`src/common/bccp_defines.svh`:
```
// Constants of the bus clock calendar port: offsets, fields, limits and timing counts.
`ifndef BCCP_DEFINES_SVH
`define BCCP_DEFINES_SVH

// ****************************************************************
// Port selection and control register
// ****************************************************************
`define BCCP_PORT_EVEN 1'b0
`define BCCP_PORT_ODD 1'b1
`define BCCP_CTRL_RESET 8'h00
`define BCCP_BIT_CLK_RST 0
`define BCCP_BIT_CAL_RST 1
`define BCCP_IDLE_DATA 8'h00

// ****************************************************************
// Counter limits in BCD, except the binary end of year hold limit
// ****************************************************************
`define BCCP_SEC_LAST 8'h59
`define BCCP_MIN_LAST 8'h59
`define BCCP_HOUR_LAST 8'h23
`define BCCP_ZERO 8'h00
`define BCCP_FIRST_DAY 8'h01
`define BCCP_FIRST_MONTH 8'h01
`define BCCP_FEB 8'h02
`define BCCP_LAST_MONTH 8'h12
`define BCCP_EOY_MONTH 8'h81
`define BCCP_EOY_LIMIT 8'hFF

// ****************************************************************
// Timing
// ****************************************************************
`define BCCP_CLK_NS 100
`define BCCP_QUAL_NS 9000
`define BCCP_QUAL_CYC ((`BCCP_QUAL_NS + `BCCP_CLK_NS - 1) / `BCCP_CLK_NS)
`define BCCP_SETTLE_MS 5
`define BCCP_SETTLE_CYC ((`BCCP_SETTLE_MS * 1000000 + `BCCP_CLK_NS - 1) / `BCCP_CLK_NS)
`define BCCP_TICK16_NS 62500000
`define BCCP_TICK16_CYC (`BCCP_TICK16_NS / `BCCP_CLK_NS)
`define BCCP_TICKS_PER_SEC 16

`endif

```
`src/common/bccp_pkg.sv`:
```
// Types and shared arithmetic of the bus clock calendar port.
package bccp_pkg;

  // Control register, bit 7 down to bit 0.
  typedef struct packed {
    logic leap;
    logic day_sel;
    logic cal_sel;
    logic hour_sel;
    logic min_sel;
    logic sec_sel;
    logic cal_reset;
    logic clk_reset;
  } bccp_ctrl_s;

  // One bus cycle as seen on the port pins.
  typedef struct packed {
    logic rd;
    logic wr;
    logic [7:0] addr;
    logic [7:0] wdata;
  } bccp_io_s;

  typedef struct packed {
    logic [7:0] hour;
    logic [7:0] min;
    logic [7:0] sec;
  } bccp_time_s;

  typedef struct packed {
    logic hour;
    logic min;
    logic sec;
    logic t16;
  } bccp_tick_s;

  typedef enum logic [1:0] {
    BCCP_ON = 2'b00,
    BCCP_OFF = 2'b01,
    BCCP_SETTLE = 2'b11
  } bccp_pwr_e;

  // Adds one to a two-digit BCD value; the caller handles the wrap.
  function automatic logic [7:0] bccp_bcd_inc(input logic [7:0] v);
    if (v[3:0] == 4'h9) begin
      return {v[7:4] + 4'h1, 4'h0};
    end
    return {v[7:4], v[3:0] + 4'h1};
  endfunction

endpackage

```
`src/bccp_top.sv`:
```
// Top of the bus clock calendar port: I/O port pair, control register, time and power gate.
// ****************************************************************
// ****************************************************************
`timescale 1ns/1ps
`include "bccp_defines.svh"
module bccp_top import bccp_pkg::*; #(
  parameter int unsigned QUAL_CYC = `BCCP_QUAL_CYC,
  parameter int unsigned SETTLE_CYC = `BCCP_SETTLE_CYC,
  parameter int unsigned TICK16_CYC = `BCCP_TICK16_CYC
) (
  // Clock, reset and enable
  input wire logic i_core_clk,
  input wire logic i_arst_n,
  input wire logic i_clk_en,
  // Bus cycle and address straps
  input wire bccp_io_s i_io,
  input wire logic [6:0] i_strap_fitted,
  // Data bus drive
  output logic [7:0] o_data,
  output logic o_data_oe,
  // Supply monitor
  input wire logic i_supply_fail_detect,
  input wire logic i_supply_recovered,
  output logic o_access_enabled,
  // Interval ticks toward the external counter timer
  output bccp_tick_s o_ticks
);
  localparam int CW = $clog2(SETTLE_CYC + QUAL_CYC + 1);

  // ****************************************************************
  // Interval ticks
  // ****************************************************************
  logic tick16, tick1;

  bccp_prescaler #(
    .DIV16(TICK16_CYC),
    .PER_SEC(`BCCP_TICKS_PER_SEC)
  ) u_prescaler (
    .i_core_clk(i_core_clk),
    .i_arst_n(i_arst_n),
    .i_clk_en(i_clk_en),
    .o_tick16(tick16),
    .o_tick1(tick1)
  );

  // ****************************************************************
  // Power gate
  // ****************************************************************
  bccp_pwr_e pwr_reg, pwr_next;
  logic [CW-1:0] pwr_cnt_reg, pwr_cnt_next;

  always_comb begin
    pwr_next = pwr_reg;
    pwr_cnt_next = pwr_cnt_reg;
    unique case (pwr_reg)
      BCCP_ON: begin
        if (!i_supply_fail_detect) begin
          pwr_cnt_next = '0;
        end else if (pwr_cnt_reg == CW'(QUAL_CYC)) begin
          pwr_next = BCCP_OFF;
          pwr_cnt_next = '0;
        end else begin
          pwr_cnt_next = pwr_cnt_reg + CW'(1);
        end
      end
      BCCP_OFF: begin
        if (i_supply_recovered && !i_supply_fail_detect) begin
          pwr_next = BCCP_SETTLE;
          pwr_cnt_next = '0;
        end
      end
      BCCP_SETTLE: begin
        // A new dip during settling restarts the whole recovery.
        if (i_supply_fail_detect) begin
          pwr_next = BCCP_OFF;
          pwr_cnt_next = '0;
        end else if (pwr_cnt_reg == CW'(SETTLE_CYC - 1)) begin
          pwr_next = BCCP_ON;
          pwr_cnt_next = '0;
        end else begin
          pwr_cnt_next = pwr_cnt_reg + CW'(1);
        end
      end
      default: begin
        pwr_next = BCCP_OFF;
        pwr_cnt_next = '0;
      end
    endcase
  end

  always_ff @(posedge i_core_clk or negedge i_arst_n) begin
    if (!i_arst_n) begin
      pwr_reg <= BCCP_ON;
      pwr_cnt_reg <= '0;
    end else if (i_clk_en) begin
      pwr_reg <= pwr_next;
      pwr_cnt_reg <= pwr_cnt_next;
    end
  end

  // ****************************************************************
  // Port decode and control register
  // ****************************************************************
  bccp_ctrl_s ctrl_reg, ctrl_next;
  logic pair_reg, pair_next;
  logic hit, wr_ctrl, wr_odd, rd_even, rd_odd, adv;
  logic clk_clear, cal_clear, sec_set, min_set, day_set;

  // Locked-out cycles fall through here, so counters never see them.
  assign hit = (i_io.addr[7:1] == ~i_strap_fitted) && (pwr_reg == BCCP_ON);
  assign wr_ctrl = hit && i_io.wr && (i_io.addr[0] == `BCCP_PORT_EVEN);
  assign wr_odd = hit && i_io.wr && (i_io.addr[0] == `BCCP_PORT_ODD);
  assign rd_even = hit && i_io.rd && (i_io.addr[0] == `BCCP_PORT_EVEN);
  assign rd_odd = hit && i_io.rd && (i_io.addr[0] == `BCCP_PORT_ODD);
  assign adv = wr_odd && pair_reg;
  assign clk_clear = wr_ctrl && i_io.wdata[`BCCP_BIT_CLK_RST] && !ctrl_reg.clk_reset;
  assign cal_clear = wr_ctrl && i_io.wdata[`BCCP_BIT_CAL_RST] && !ctrl_reg.cal_reset;
  // Selection priority follows the read mux, so hours swallow the pulse.
  assign sec_set = adv && ctrl_reg.sec_sel;
  assign min_set = adv && !ctrl_reg.sec_sel && ctrl_reg.min_sel;
  assign day_set = adv && !ctrl_reg.sec_sel && !ctrl_reg.min_sel && !ctrl_reg.hour_sel
                   && ctrl_reg.cal_sel;

  always_comb begin
    ctrl_next = ctrl_reg;
    pair_next = pair_reg;
    if (wr_ctrl) begin
      ctrl_next = bccp_ctrl_s'(i_io.wdata);
      pair_next = 1'b0;
    end else if (wr_odd) begin
      pair_next = !pair_reg;
    end
  end

  always_ff @(posedge i_core_clk or negedge i_arst_n) begin
    if (!i_arst_n) begin
      ctrl_reg <= bccp_ctrl_s'(`BCCP_CTRL_RESET);
      pair_reg <= 1'b0;
    end else if (i_clk_en) begin
      ctrl_reg <= ctrl_next;
      pair_reg <= pair_next;
    end
  end

  // ****************************************************************
  // Time counters
  // ****************************************************************
  bccp_time_s time_reg, time_next;
  logic tick_sec, sec_inc, sec_wrap, min_inc, min_wrap, hour_wrap;

  // A set pulse landing on a tick adds only one second; software rereads anyway.
  assign tick_sec = tick1 && !ctrl_reg.clk_reset;
  assign sec_inc = tick_sec || sec_set;
  assign sec_wrap = sec_inc && (time_reg.sec == `BCCP_SEC_LAST);
  assign min_inc = sec_wrap || min_set;
  assign min_wrap = min_inc && (time_reg.min == `BCCP_MIN_LAST);
  assign hour_wrap = min_wrap && (time_reg.hour == `BCCP_HOUR_LAST);

  always_comb begin
    time_next = time_reg;
    if (clk_clear) begin
      time_next = '{hour: `BCCP_ZERO, min: `BCCP_ZERO, sec: `BCCP_ZERO};
    end else begin
      if (sec_inc) begin
        time_next.sec = sec_wrap ? `BCCP_ZERO : bccp_bcd_inc(time_reg.sec);
      end
      if (min_inc) begin
        time_next.min = min_wrap ? `BCCP_ZERO : bccp_bcd_inc(time_reg.min);
      end
      if (min_wrap) begin
        time_next.hour = hour_wrap ? `BCCP_ZERO : bccp_bcd_inc(time_reg.hour);
      end
    end
  end

  always_ff @(posedge i_core_clk or negedge i_arst_n) begin
    if (!i_arst_n) begin
      time_reg <= '{hour: `BCCP_ZERO, min: `BCCP_ZERO, sec: `BCCP_ZERO};
    end else if (i_clk_en) begin
      time_reg <= time_next;
    end
  end

  // ****************************************************************
  // Calendar
  // ****************************************************************
  logic [7:0] month, day;

  bccp_calendar u_calendar (
    .i_core_clk(i_core_clk),
    .i_arst_n(i_arst_n),
    .i_clk_en(i_clk_en),
    .i_reset(cal_clear),
    .i_advance(hour_wrap || day_set),
    .i_leap(ctrl_reg.leap),
    .o_month(month),
    .o_day(day)
  );

  // ****************************************************************
  // Read data and outputs
  // ****************************************************************
  logic [7:0] sel_data, data_next;
  logic oe_next;
  bccp_tick_s ticks_next;

  always_comb begin
    if (ctrl_reg.sec_sel) begin
      sel_data = time_reg.sec;
    end else if (ctrl_reg.min_sel) begin
      sel_data = time_reg.min;
    end else if (ctrl_reg.hour_sel) begin
      sel_data = time_reg.hour;
    end else if (ctrl_reg.cal_sel) begin
      sel_data = ctrl_reg.day_sel ? day : month;
    end else begin
      sel_data = `BCCP_IDLE_DATA;
    end
    // Odd reads drive a fixed filler byte and touch no state.
    data_next = `BCCP_IDLE_DATA;
    oe_next = rd_even || rd_odd;
    if (rd_even) begin
      data_next = sel_data;
    end
    ticks_next = '{hour: min_wrap, min: sec_wrap, sec: tick_sec, t16: tick16};
  end

  always_ff @(posedge i_core_clk or negedge i_arst_n) begin
    if (!i_arst_n) begin
      o_data <= `BCCP_IDLE_DATA;
      o_data_oe <= 1'b0;
      o_access_enabled <= 1'b1;
      o_ticks <= '0;
    end else if (i_clk_en) begin
      o_data <= data_next;
      o_data_oe <= oe_next;
      o_access_enabled <= (pwr_next == BCCP_ON);
      o_ticks <= ticks_next;
    end
  end

  // ****************************************************************
  // Checks
  // ****************************************************************
  property p_ctrl_load;
    @(posedge i_core_clk) disable iff (!i_arst_n)
    (i_clk_en && wr_ctrl) |=> (ctrl_reg == bccp_ctrl_s'($past(i_io.wdata)));
  endproperty
  a_ctrl_load: assert property (p_ctrl_load)
    else $error("Control register did not take the written byte.");

  property p_sec_read;
    @(posedge i_core_clk) disable iff (!i_arst_n)
    (i_clk_en && rd_even && ctrl_reg.sec_sel) |=> (o_data_oe && o_data == $past(time_reg.sec));
  endproperty
  a_sec_read: assert property (p_sec_read)
    else $error("Even port read did not return seconds.");

  property p_odd_read_quiet;
    @(posedge i_core_clk) disable iff (!i_arst_n)
    (i_clk_en && rd_odd && !i_io.wr) |=> ($stable(ctrl_reg) && $stable(pair_reg));
  endproperty
  a_odd_read_quiet: assert property (p_odd_read_quiet)
    else $error("Odd port read changed state.");

  property p_pair_second;
    @(posedge i_core_clk) disable iff (!i_arst_n)
    (i_clk_en && wr_odd && !pair_reg) |=> pair_reg;
  endproperty
  a_pair_second: assert property (p_pair_second)
    else $error("Pair tracker did not arm on the first odd write.");

  property p_clock_clear;
    @(posedge i_core_clk) disable iff (!i_arst_n)
    (i_clk_en && clk_clear) |=> (time_reg == '0);
  endproperty
  a_clock_clear: assert property (p_clock_clear)
    else $error("Rising bit 0 did not clear the time.");

  property p_pause;
    @(posedge i_core_clk) disable iff (!i_arst_n)
    (i_clk_en && ctrl_reg.clk_reset && !sec_set) |=> (time_reg.sec == $past(time_reg.sec));
  endproperty
  a_pause: assert property (p_pause)
    else $error("Seconds moved while the clock was held.");

  property p_lockout;
    @(posedge i_core_clk) disable iff (!i_arst_n)
    (pwr_reg != BCCP_ON) |=> $stable(ctrl_reg);
  endproperty
  a_lockout: assert property (p_lockout)
    else $error("Control register changed during lockout.");

  property p_settle;
    @(posedge i_core_clk) disable iff (!i_arst_n)
    $rose(pwr_reg == BCCP_ON) |-> ($past(pwr_reg) == BCCP_SETTLE
                                   && $past(pwr_cnt_reg) == CW'(SETTLE_CYC - 1));
  endproperty
  a_settle: assert property (p_settle)
    else $error("Access returned before the settling delay.");

  property p_hour_carry;
    @(posedge i_core_clk) disable iff (!i_arst_n)
    (i_clk_en && min_wrap && !clk_clear && time_reg.hour == 8'h09) |=> (time_reg.hour == 8'h10);
  endproperty
  a_hour_carry: assert property (p_hour_carry)
    else $error("Minute wrap did not advance hours.");

  property p_hour_wrap;
    @(posedge i_core_clk) disable iff (!i_arst_n)
    (i_clk_en && hour_wrap && !clk_clear) |=> (time_reg.hour == `BCCP_ZERO);
  endproperty
  a_hour_wrap: assert property (p_hour_wrap)
    else $error("Hours did not wrap after 23.");
endmodule

```
`src/bccp_prescaler.sv`:
```
// Divider from the core clock to the sixteen per second and once per second ticks.
`timescale 1ns/1ps
`include "bccp_defines.svh"
module bccp_prescaler import bccp_pkg::*; #(
  parameter int unsigned DIV16 = `BCCP_TICK16_CYC,
  parameter int unsigned PER_SEC = `BCCP_TICKS_PER_SEC
) (
  // Clock, reset and enable
  input wire logic i_core_clk,
  input wire logic i_arst_n,
  input wire logic i_clk_en,
  // Tick pulses
  output logic o_tick16,
  output logic o_tick1
);
  localparam int W = (DIV16 > 1) ? $clog2(DIV16) : 1;
  localparam int SW = (PER_SEC > 1) ? $clog2(PER_SEC) : 1;

  logic [W-1:0] div_reg, div_next;
  logic [SW-1:0] sub_reg, sub_next;
  logic t16_next, t1_next;

  always_comb begin
    div_next = div_reg;
    sub_next = sub_reg;
    t16_next = 1'b0;
    t1_next = 1'b0;
    if (div_reg == W'(DIV16 - 1)) begin
      div_next = '0;
      t16_next = 1'b1;
      if (sub_reg == SW'(PER_SEC - 1)) begin
        sub_next = '0;
        t1_next = 1'b1;
      end else begin
        sub_next = sub_reg + SW'(1);
      end
    end else begin
      div_next = div_reg + W'(1);
    end
  end

  always_ff @(posedge i_core_clk or negedge i_arst_n) begin
    if (!i_arst_n) begin
      div_reg <= '0;
      sub_reg <= '0;
      o_tick16 <= 1'b0;
      o_tick1 <= 1'b0;
    end else if (i_clk_en) begin
      div_reg <= div_next;
      sub_reg <= sub_next;
      o_tick16 <= t16_next;
      o_tick1 <= t1_next;
    end
  end

  property p_tick1_on_tick16;
    @(posedge i_core_clk) disable iff (!i_arst_n)
    o_tick1 |-> o_tick16;
  endproperty
  a_tick1_on_tick16: assert property (p_tick1_on_tick16)
    else $error("Once per second tick without a sixteenth tick.");
endmodule

```
`src/bccp_calendar.sv`:
```
// Month and day counters with leap selection and the end of year overflow.
`timescale 1ns/1ps
`include "bccp_defines.svh"
module bccp_calendar import bccp_pkg::*; (
  // Clock, reset and enable
  input wire logic i_core_clk,
  input wire logic i_arst_n,
  input wire logic i_clk_en,
  // Control
  input wire logic i_reset,
  input wire logic i_advance,
  input wire logic i_leap,
  // Calendar state
  output logic [7:0] o_month,
  output logic [7:0] o_day
);
  logic [7:0] month_next, day_next;

  function automatic logic [7:0] last_day(input logic [7:0] m, input logic leap);
    case (m)
      8'h02: return leap ? 8'h29 : 8'h28;
      8'h04, 8'h06, 8'h09, 8'h11: return 8'h30;
      default: return 8'h31;
    endcase
  endfunction

  always_comb begin
    month_next = o_month;
    day_next = o_day;
    if (i_reset) begin
      month_next = `BCCP_FIRST_MONTH;
      day_next = `BCCP_FIRST_DAY;
    end else if (i_advance) begin
      if (o_month[7]) begin
        // Past year end the month counts days in binary, holding at FF, until software resets it.
        if (o_month != `BCCP_EOY_LIMIT) begin
          month_next = o_month + 8'h01;
        end
      end else if (o_day == last_day(o_month, i_leap)) begin
        day_next = `BCCP_FIRST_DAY;
        if (o_month == `BCCP_LAST_MONTH) begin
          month_next = `BCCP_EOY_MONTH;
        end else begin
          month_next = bccp_bcd_inc(o_month);
        end
      end else begin
        day_next = bccp_bcd_inc(o_day);
      end
    end
  end

  always_ff @(posedge i_core_clk or negedge i_arst_n) begin
    if (!i_arst_n) begin
      o_month <= `BCCP_FIRST_MONTH;
      o_day <= `BCCP_FIRST_DAY;
    end else if (i_clk_en) begin
      o_month <= month_next;
      o_day <= day_next;
    end
  end

  property p_year_end;
    @(posedge i_core_clk) disable iff (!i_arst_n)
    (i_clk_en && i_advance && !i_reset && o_month == `BCCP_LAST_MONTH && o_day == 8'h31)
      |=> (o_month == `BCCP_EOY_MONTH);
  endproperty
  a_year_end: assert property (p_year_end)
    else $error("Month did not enter the end of year value.");

  property p_leap_feb;
    @(posedge i_core_clk) disable iff (!i_arst_n)
    (i_clk_en && i_advance && !i_reset && o_month == `BCCP_FEB && o_day == 8'h28)
      |=> (o_day == (i_leap ? 8'h29 : `BCCP_FIRST_DAY));
  endproperty
  a_leap_feb: assert property (p_leap_feb)
    else $error("February end does not follow the leap selection.");
endmodule

```
`config.mk`:
```
export PLATFORM = sky130hd
export DESIGN_NAME = bccp_top
export DESIGN_NICKNAME = d
export VERILOG_FILES = /design/src/common/bccp_pkg.sv /design/src/bccp_top.sv /design/src/bccp_prescaler.sv /design/src/bccp_calendar.sv
export VERILOG_INCLUDE_DIRS = /design/src /design/src/common
export SDC_FILE = /design/constraint.sdc
export NUM_CORES = 1
export LEC_CHECK = 0
export BUFFER_PORTS_ARGS = -buffer_cell sky130_fd_sc_hd__buf_2
export CAP_MARGIN = 20
export CORE_MARGIN = 2
export CORE_UTILIZATION = 41
export CTS_CLUSTER_DIAMETER = 30
export CTS_CLUSTER_SIZE = 28
export DETAILED_ROUTE_END_ITERATION = 7
export GPL_TIMING_DRIVEN = 0
export HOLD_SLACK_MARGIN = 0.06
export SYNTH_ARGS = -nofsm -noshare
export SYNTH_HDL_FRONTEND = slang
export SYNTH_SLANG_ARGS = --single-unit
```
`constraint.sdc`:
```
create_clock -name i_core_clk -period 2.93 [get_ports i_core_clk]
set_input_delay 0.586 -clock i_core_clk [delete_from_list [all_inputs] [get_ports i_core_clk]]
set_output_delay 0.586 -clock i_core_clk [all_outputs]
set_load 0.02 [all_outputs]
```
==> impl_metrics.yaml <==
status:
  status: "completed"
setup_path:
  slowest_stage: "dfstp_2"
  max_stage_delay_ns: 0.60
  arrival_ns: 3.09
  critPathCaptureType: "register"
  worst-path-max-fanout: 6
  critPathKind: "reg -> reg"
  path_buf_inv: 1
  worstPathCellList: "inv_1 > ha_1 > o211ai_1 > o32ai_2 > or4_4 > nand3_4 > nand2_1 > a221oi_4 > mux2i_1"
  crit_path_start_kind: "register"
  crit_required_ns: 3.21
  cpLargestDelayFamily: "simple AND/OR/NAND/NOR gates"
cells_and_area:
  diodes: 0
  fillCellCount: 1513
  area_growth_pct: 14.8
  nets: 828
  final_util_pct: 48.6
  largest_reg_flops: 24
  drive_above_1_share_pct: 15.7
  final_cells: 983
routing:
  avgRoutedWirePerCell_um: 16.6
  first_pass_iters: 5
  via_per_inst: 5.61
  drcViolationCount: 0
  drt_wl_total_um: 16300
  vias: 5513
  ant_nets: 0
  drt_iter0_drc: 306
grt:
  grt_usage_pct: 20.4
  grt-ovfl-total: 0
  antenna_found_initial: 0
  grt_max_degree: 57
  grt_pass1_vias: 5343
  grt_pass1_wl_um: 27200
yosys:
  synth_edf_count: 0
  synthFlopType: "dfrtp_1"
  synth-seq-cells: 107
  ys_async_sr_fraction_pct: 100
  syn_nets: 767
  netlist_instances: 706
  synth_seq_area_share_pct: 41.4
  synth_area_um2: 6480
  syn_area_per_cell_um2: 9.18
  ys_warn_count: 0
  ys_types: 66
cts:
  cts_tree: "built"
  clock_path_buffers: 2
  clock_sinks: 107
  cts_buffers: 9
  htree_levels: 3
  cts_root_buffer: "clkbuf_16"
  clkSlewWorstSetupHoldPaths_ns: 0.08
  clk_latency_ns: 0.36
  cts_hold_buffers: 0
floorplan:
  core_area_um2: 15300
  die_h_um: 130
  num_io_pins: 44
  start_util_pct: 42.3
  die_area_um2: 16800
  die_x_um: 130
  rows: 45
sta:
  hold_viol_final: 0
  fin_crit_ns: 2.82
  max_slew.worst_pin.slew_ns: 0.728
  slew_headroom_pct: 51.0
  rsz0062_at_grt: "yes"
  clock_skew_ns: 0.0133
  worst_slack_ns: 0.114
  post-route-period-util_pct: 96.1
  final_max_slew_viol_count: 0
  fmax_mhz: 355
  setup_viol: 0
power_and_ir_drop:
  combPwrFrac_pct: 14.1
  total_power_mw: 3.29
  p_int_mw: 2.32
  p_switching_mw: 0.972
  p_per_area_nw_per_um2: 442
  vdd_drop_max_mv: 0.290
  p_clk_share_pct: 36.6
  p_leak_nw: 3.20
  p_seq_share_pct: 49.4
  switching_share_pct: 29.5
place:
  dp_slack_ns: -0.259
  dp_cells: 962
  port_buffers: 43
  dpl.hpwl_um: 12200
  place_congestion: 0.889
job:
  maxCapViolCount: 0
worst_hold_path:
  min_path_type: "in -> async"
==> per-stage QoR <==
stage               TNS, ns  area (µm²)  hold slack [ns]
floorplan                 0        6480            0.290
global placement      -1.66        6960            0.457
detailed placement    -1.43        7000            0.463
CTS                       0        7330            0.307
global route         -0.118        7440            0.337
finish                    0        7440            0.272
==> what timing repair did <==
| action | in CTS | in global routing |
|---|---|---|
| pin swaps | 0 | 3 |
| buffers inserted | 0 | 5 |
| resized for setup | 7 | 15 |
| setup endpoints to repair | 20 | 27 |
==> synthesized netlist by cell type, drive strengths merged (3+ instances only) <==
| cell type | count | area share (%) |
|---|---|---|
| and3 | 17 | 1.6 |
| or2 | 4 | 0.39 |
| nand4 | 22 | 2.1 |
| a211oi | 6 | 0.77 |
| nor3 | 11 | 1.0 |
| o21ai | 75 | 5.8 |
| buf | 4 | 0.31 |
| xor2 | 11 | 1.5 |
| a21o | 4 | 0.46 |
| nand2b | 21 | 2.0 |
| a31o | 3 | 0.41 |
| a31oi | 7 | 0.68 |
| nand3 | 40 | 3.1 |
| dfstp | 3 | 1.2 |
| and4 | 3 | 0.41 |
| mux2 | 14 | 2.4 |
| nand2 | 60 | 3.5 |
| o31ai | 16 | 1.9 |
| dfrtp | 104 | 40 |
| and2 | 3 | 0.29 |
| nor4 | 10 | 1.3 |
| nor2 | 54 | 3.1 |
| mux2i | 23 | 3.6 |
| nor4b | 4 | 0.54 |
| ha | 31 | 6.0 |
| nor3b | 4 | 0.46 |
| xnor2 | 17 | 2.3 |
| nor2b | 7 | 0.68 |
| a21oi | 19 | 1.6 |
| o2bb2ai | 11 | 1.5 |
| o22ai | 4 | 0.39 |
| nand3b | 6 | 0.70 |
| clkbuf | 17 | 0.98 |
| o41ai | 3 | 0.41 |
| inv | 38 | 2.2 |
==> cell type report <==
type	count	area (µm²)	share of cell area [%]
Multi-Input combinational cell	540	3680	49.4
Sequential cell	107	2680	36.1
Timing Repair Buffer	51	295	3.97
Tap cell	211	264	3.55
Clock buffer	9	225	3.03
Inverter	38	143	1.92
Buffer	20	81.3	1.09
Clock inverter	7	70.1	0.942
==> per-layer routing <==
metal,wire (µm),global-route usage (%),vias to the layer above
li1,-,-,2694
met1,7710,28.0,2684
met2,7720,33.2,116
met3,592,3.98,19
met4,276,5.44,0
met5,0,0,-
==> final timing paths <==
| path | from | end | slack [ns] | cells past startpoint |
|---|---|---|---|---|
| max | u_calendar.o_month[0] | u_calendar.o_month[1] | 0.11 | 9 |
| min | i_arst_n | time_reg[8] | 0.27 | 1 |
| max reg2reg | u_calendar.o_month[0] | u_calendar.o_month[1] | 0.11 | 9 |
| min reg2reg | u_prescaler.o_tick16 | u_prescaler.o_tick16 | 0.48 | 1 |
| max in group asynchronous | i_arst_n | u_calendar.o_month[0] | 1.89 | 2 |
| min in group i_core_clk | i_io[4] | ctrl_reg[4] | 0.46 | 2 |
==> logic make-up after synthesis <==
logic type | after synthesis | synth area share (%)
adders and majority gates | 31 | 5.99
DFF | 107 | 41.4
buffers and inverters | 59 | 3.49
and+or+nand+nor | 277 | 22.7
AOI/OAI and AO/OA | 167 | 16.6
muxes | 37 | 5.99
xor gates and xnor gates | 28 | 3.78
==> power by group through the flow <==
stage          Sequential (mW)  Clock, mW  Combinational (mW)
2_1_floorplan             1.63          0               0.284
3_3_place_gp              1.64          0               0.416
3_5_place_dp              1.65          0               0.444
4_1_cts                   1.62       1.25               0.455
5_1_grt                   1.64       1.29               0.529
6_report                  1.62       1.20               0.463
==> worst reg2reg max path, stage by stage (launching register included) <==
cell and delay [ns]:
dfstp_2 0.60, inv_1 0.12, ha_1 0.24, o211ai_1 0.23
o32ai_2 0.16, or4_4 0.51, nand3_4 0.14, nand2_1 0.12
a221oi_4 0.35, mux2i_1 0.27
==> placed cells by master (no fill, tap or decap), types with 6 or more instances in the layout <==
cell type and count:
o21ai_0 73, clkbuf_1 15, nor2_1 53, buf_2 43
and3_1 16, nand4_1 22, mux2_2 14, a31oi_1 7
o2bb2ai_1 11, inv_1 37, dfrtp_1 103, nor4_1 6
a21oi_1 16, clkbuf_16 9, xnor2_1 17, nor2b_1 7
xor2_1 11, mux2i_1 23, nand2_1 60, nor3_1 9
nand3_1 38, buf_4 8, nand3b_1 6, o31ai_1 16
nand2b_1 21, ha_1 30
No activity file was read; power rests on OpenSTA's default activity.
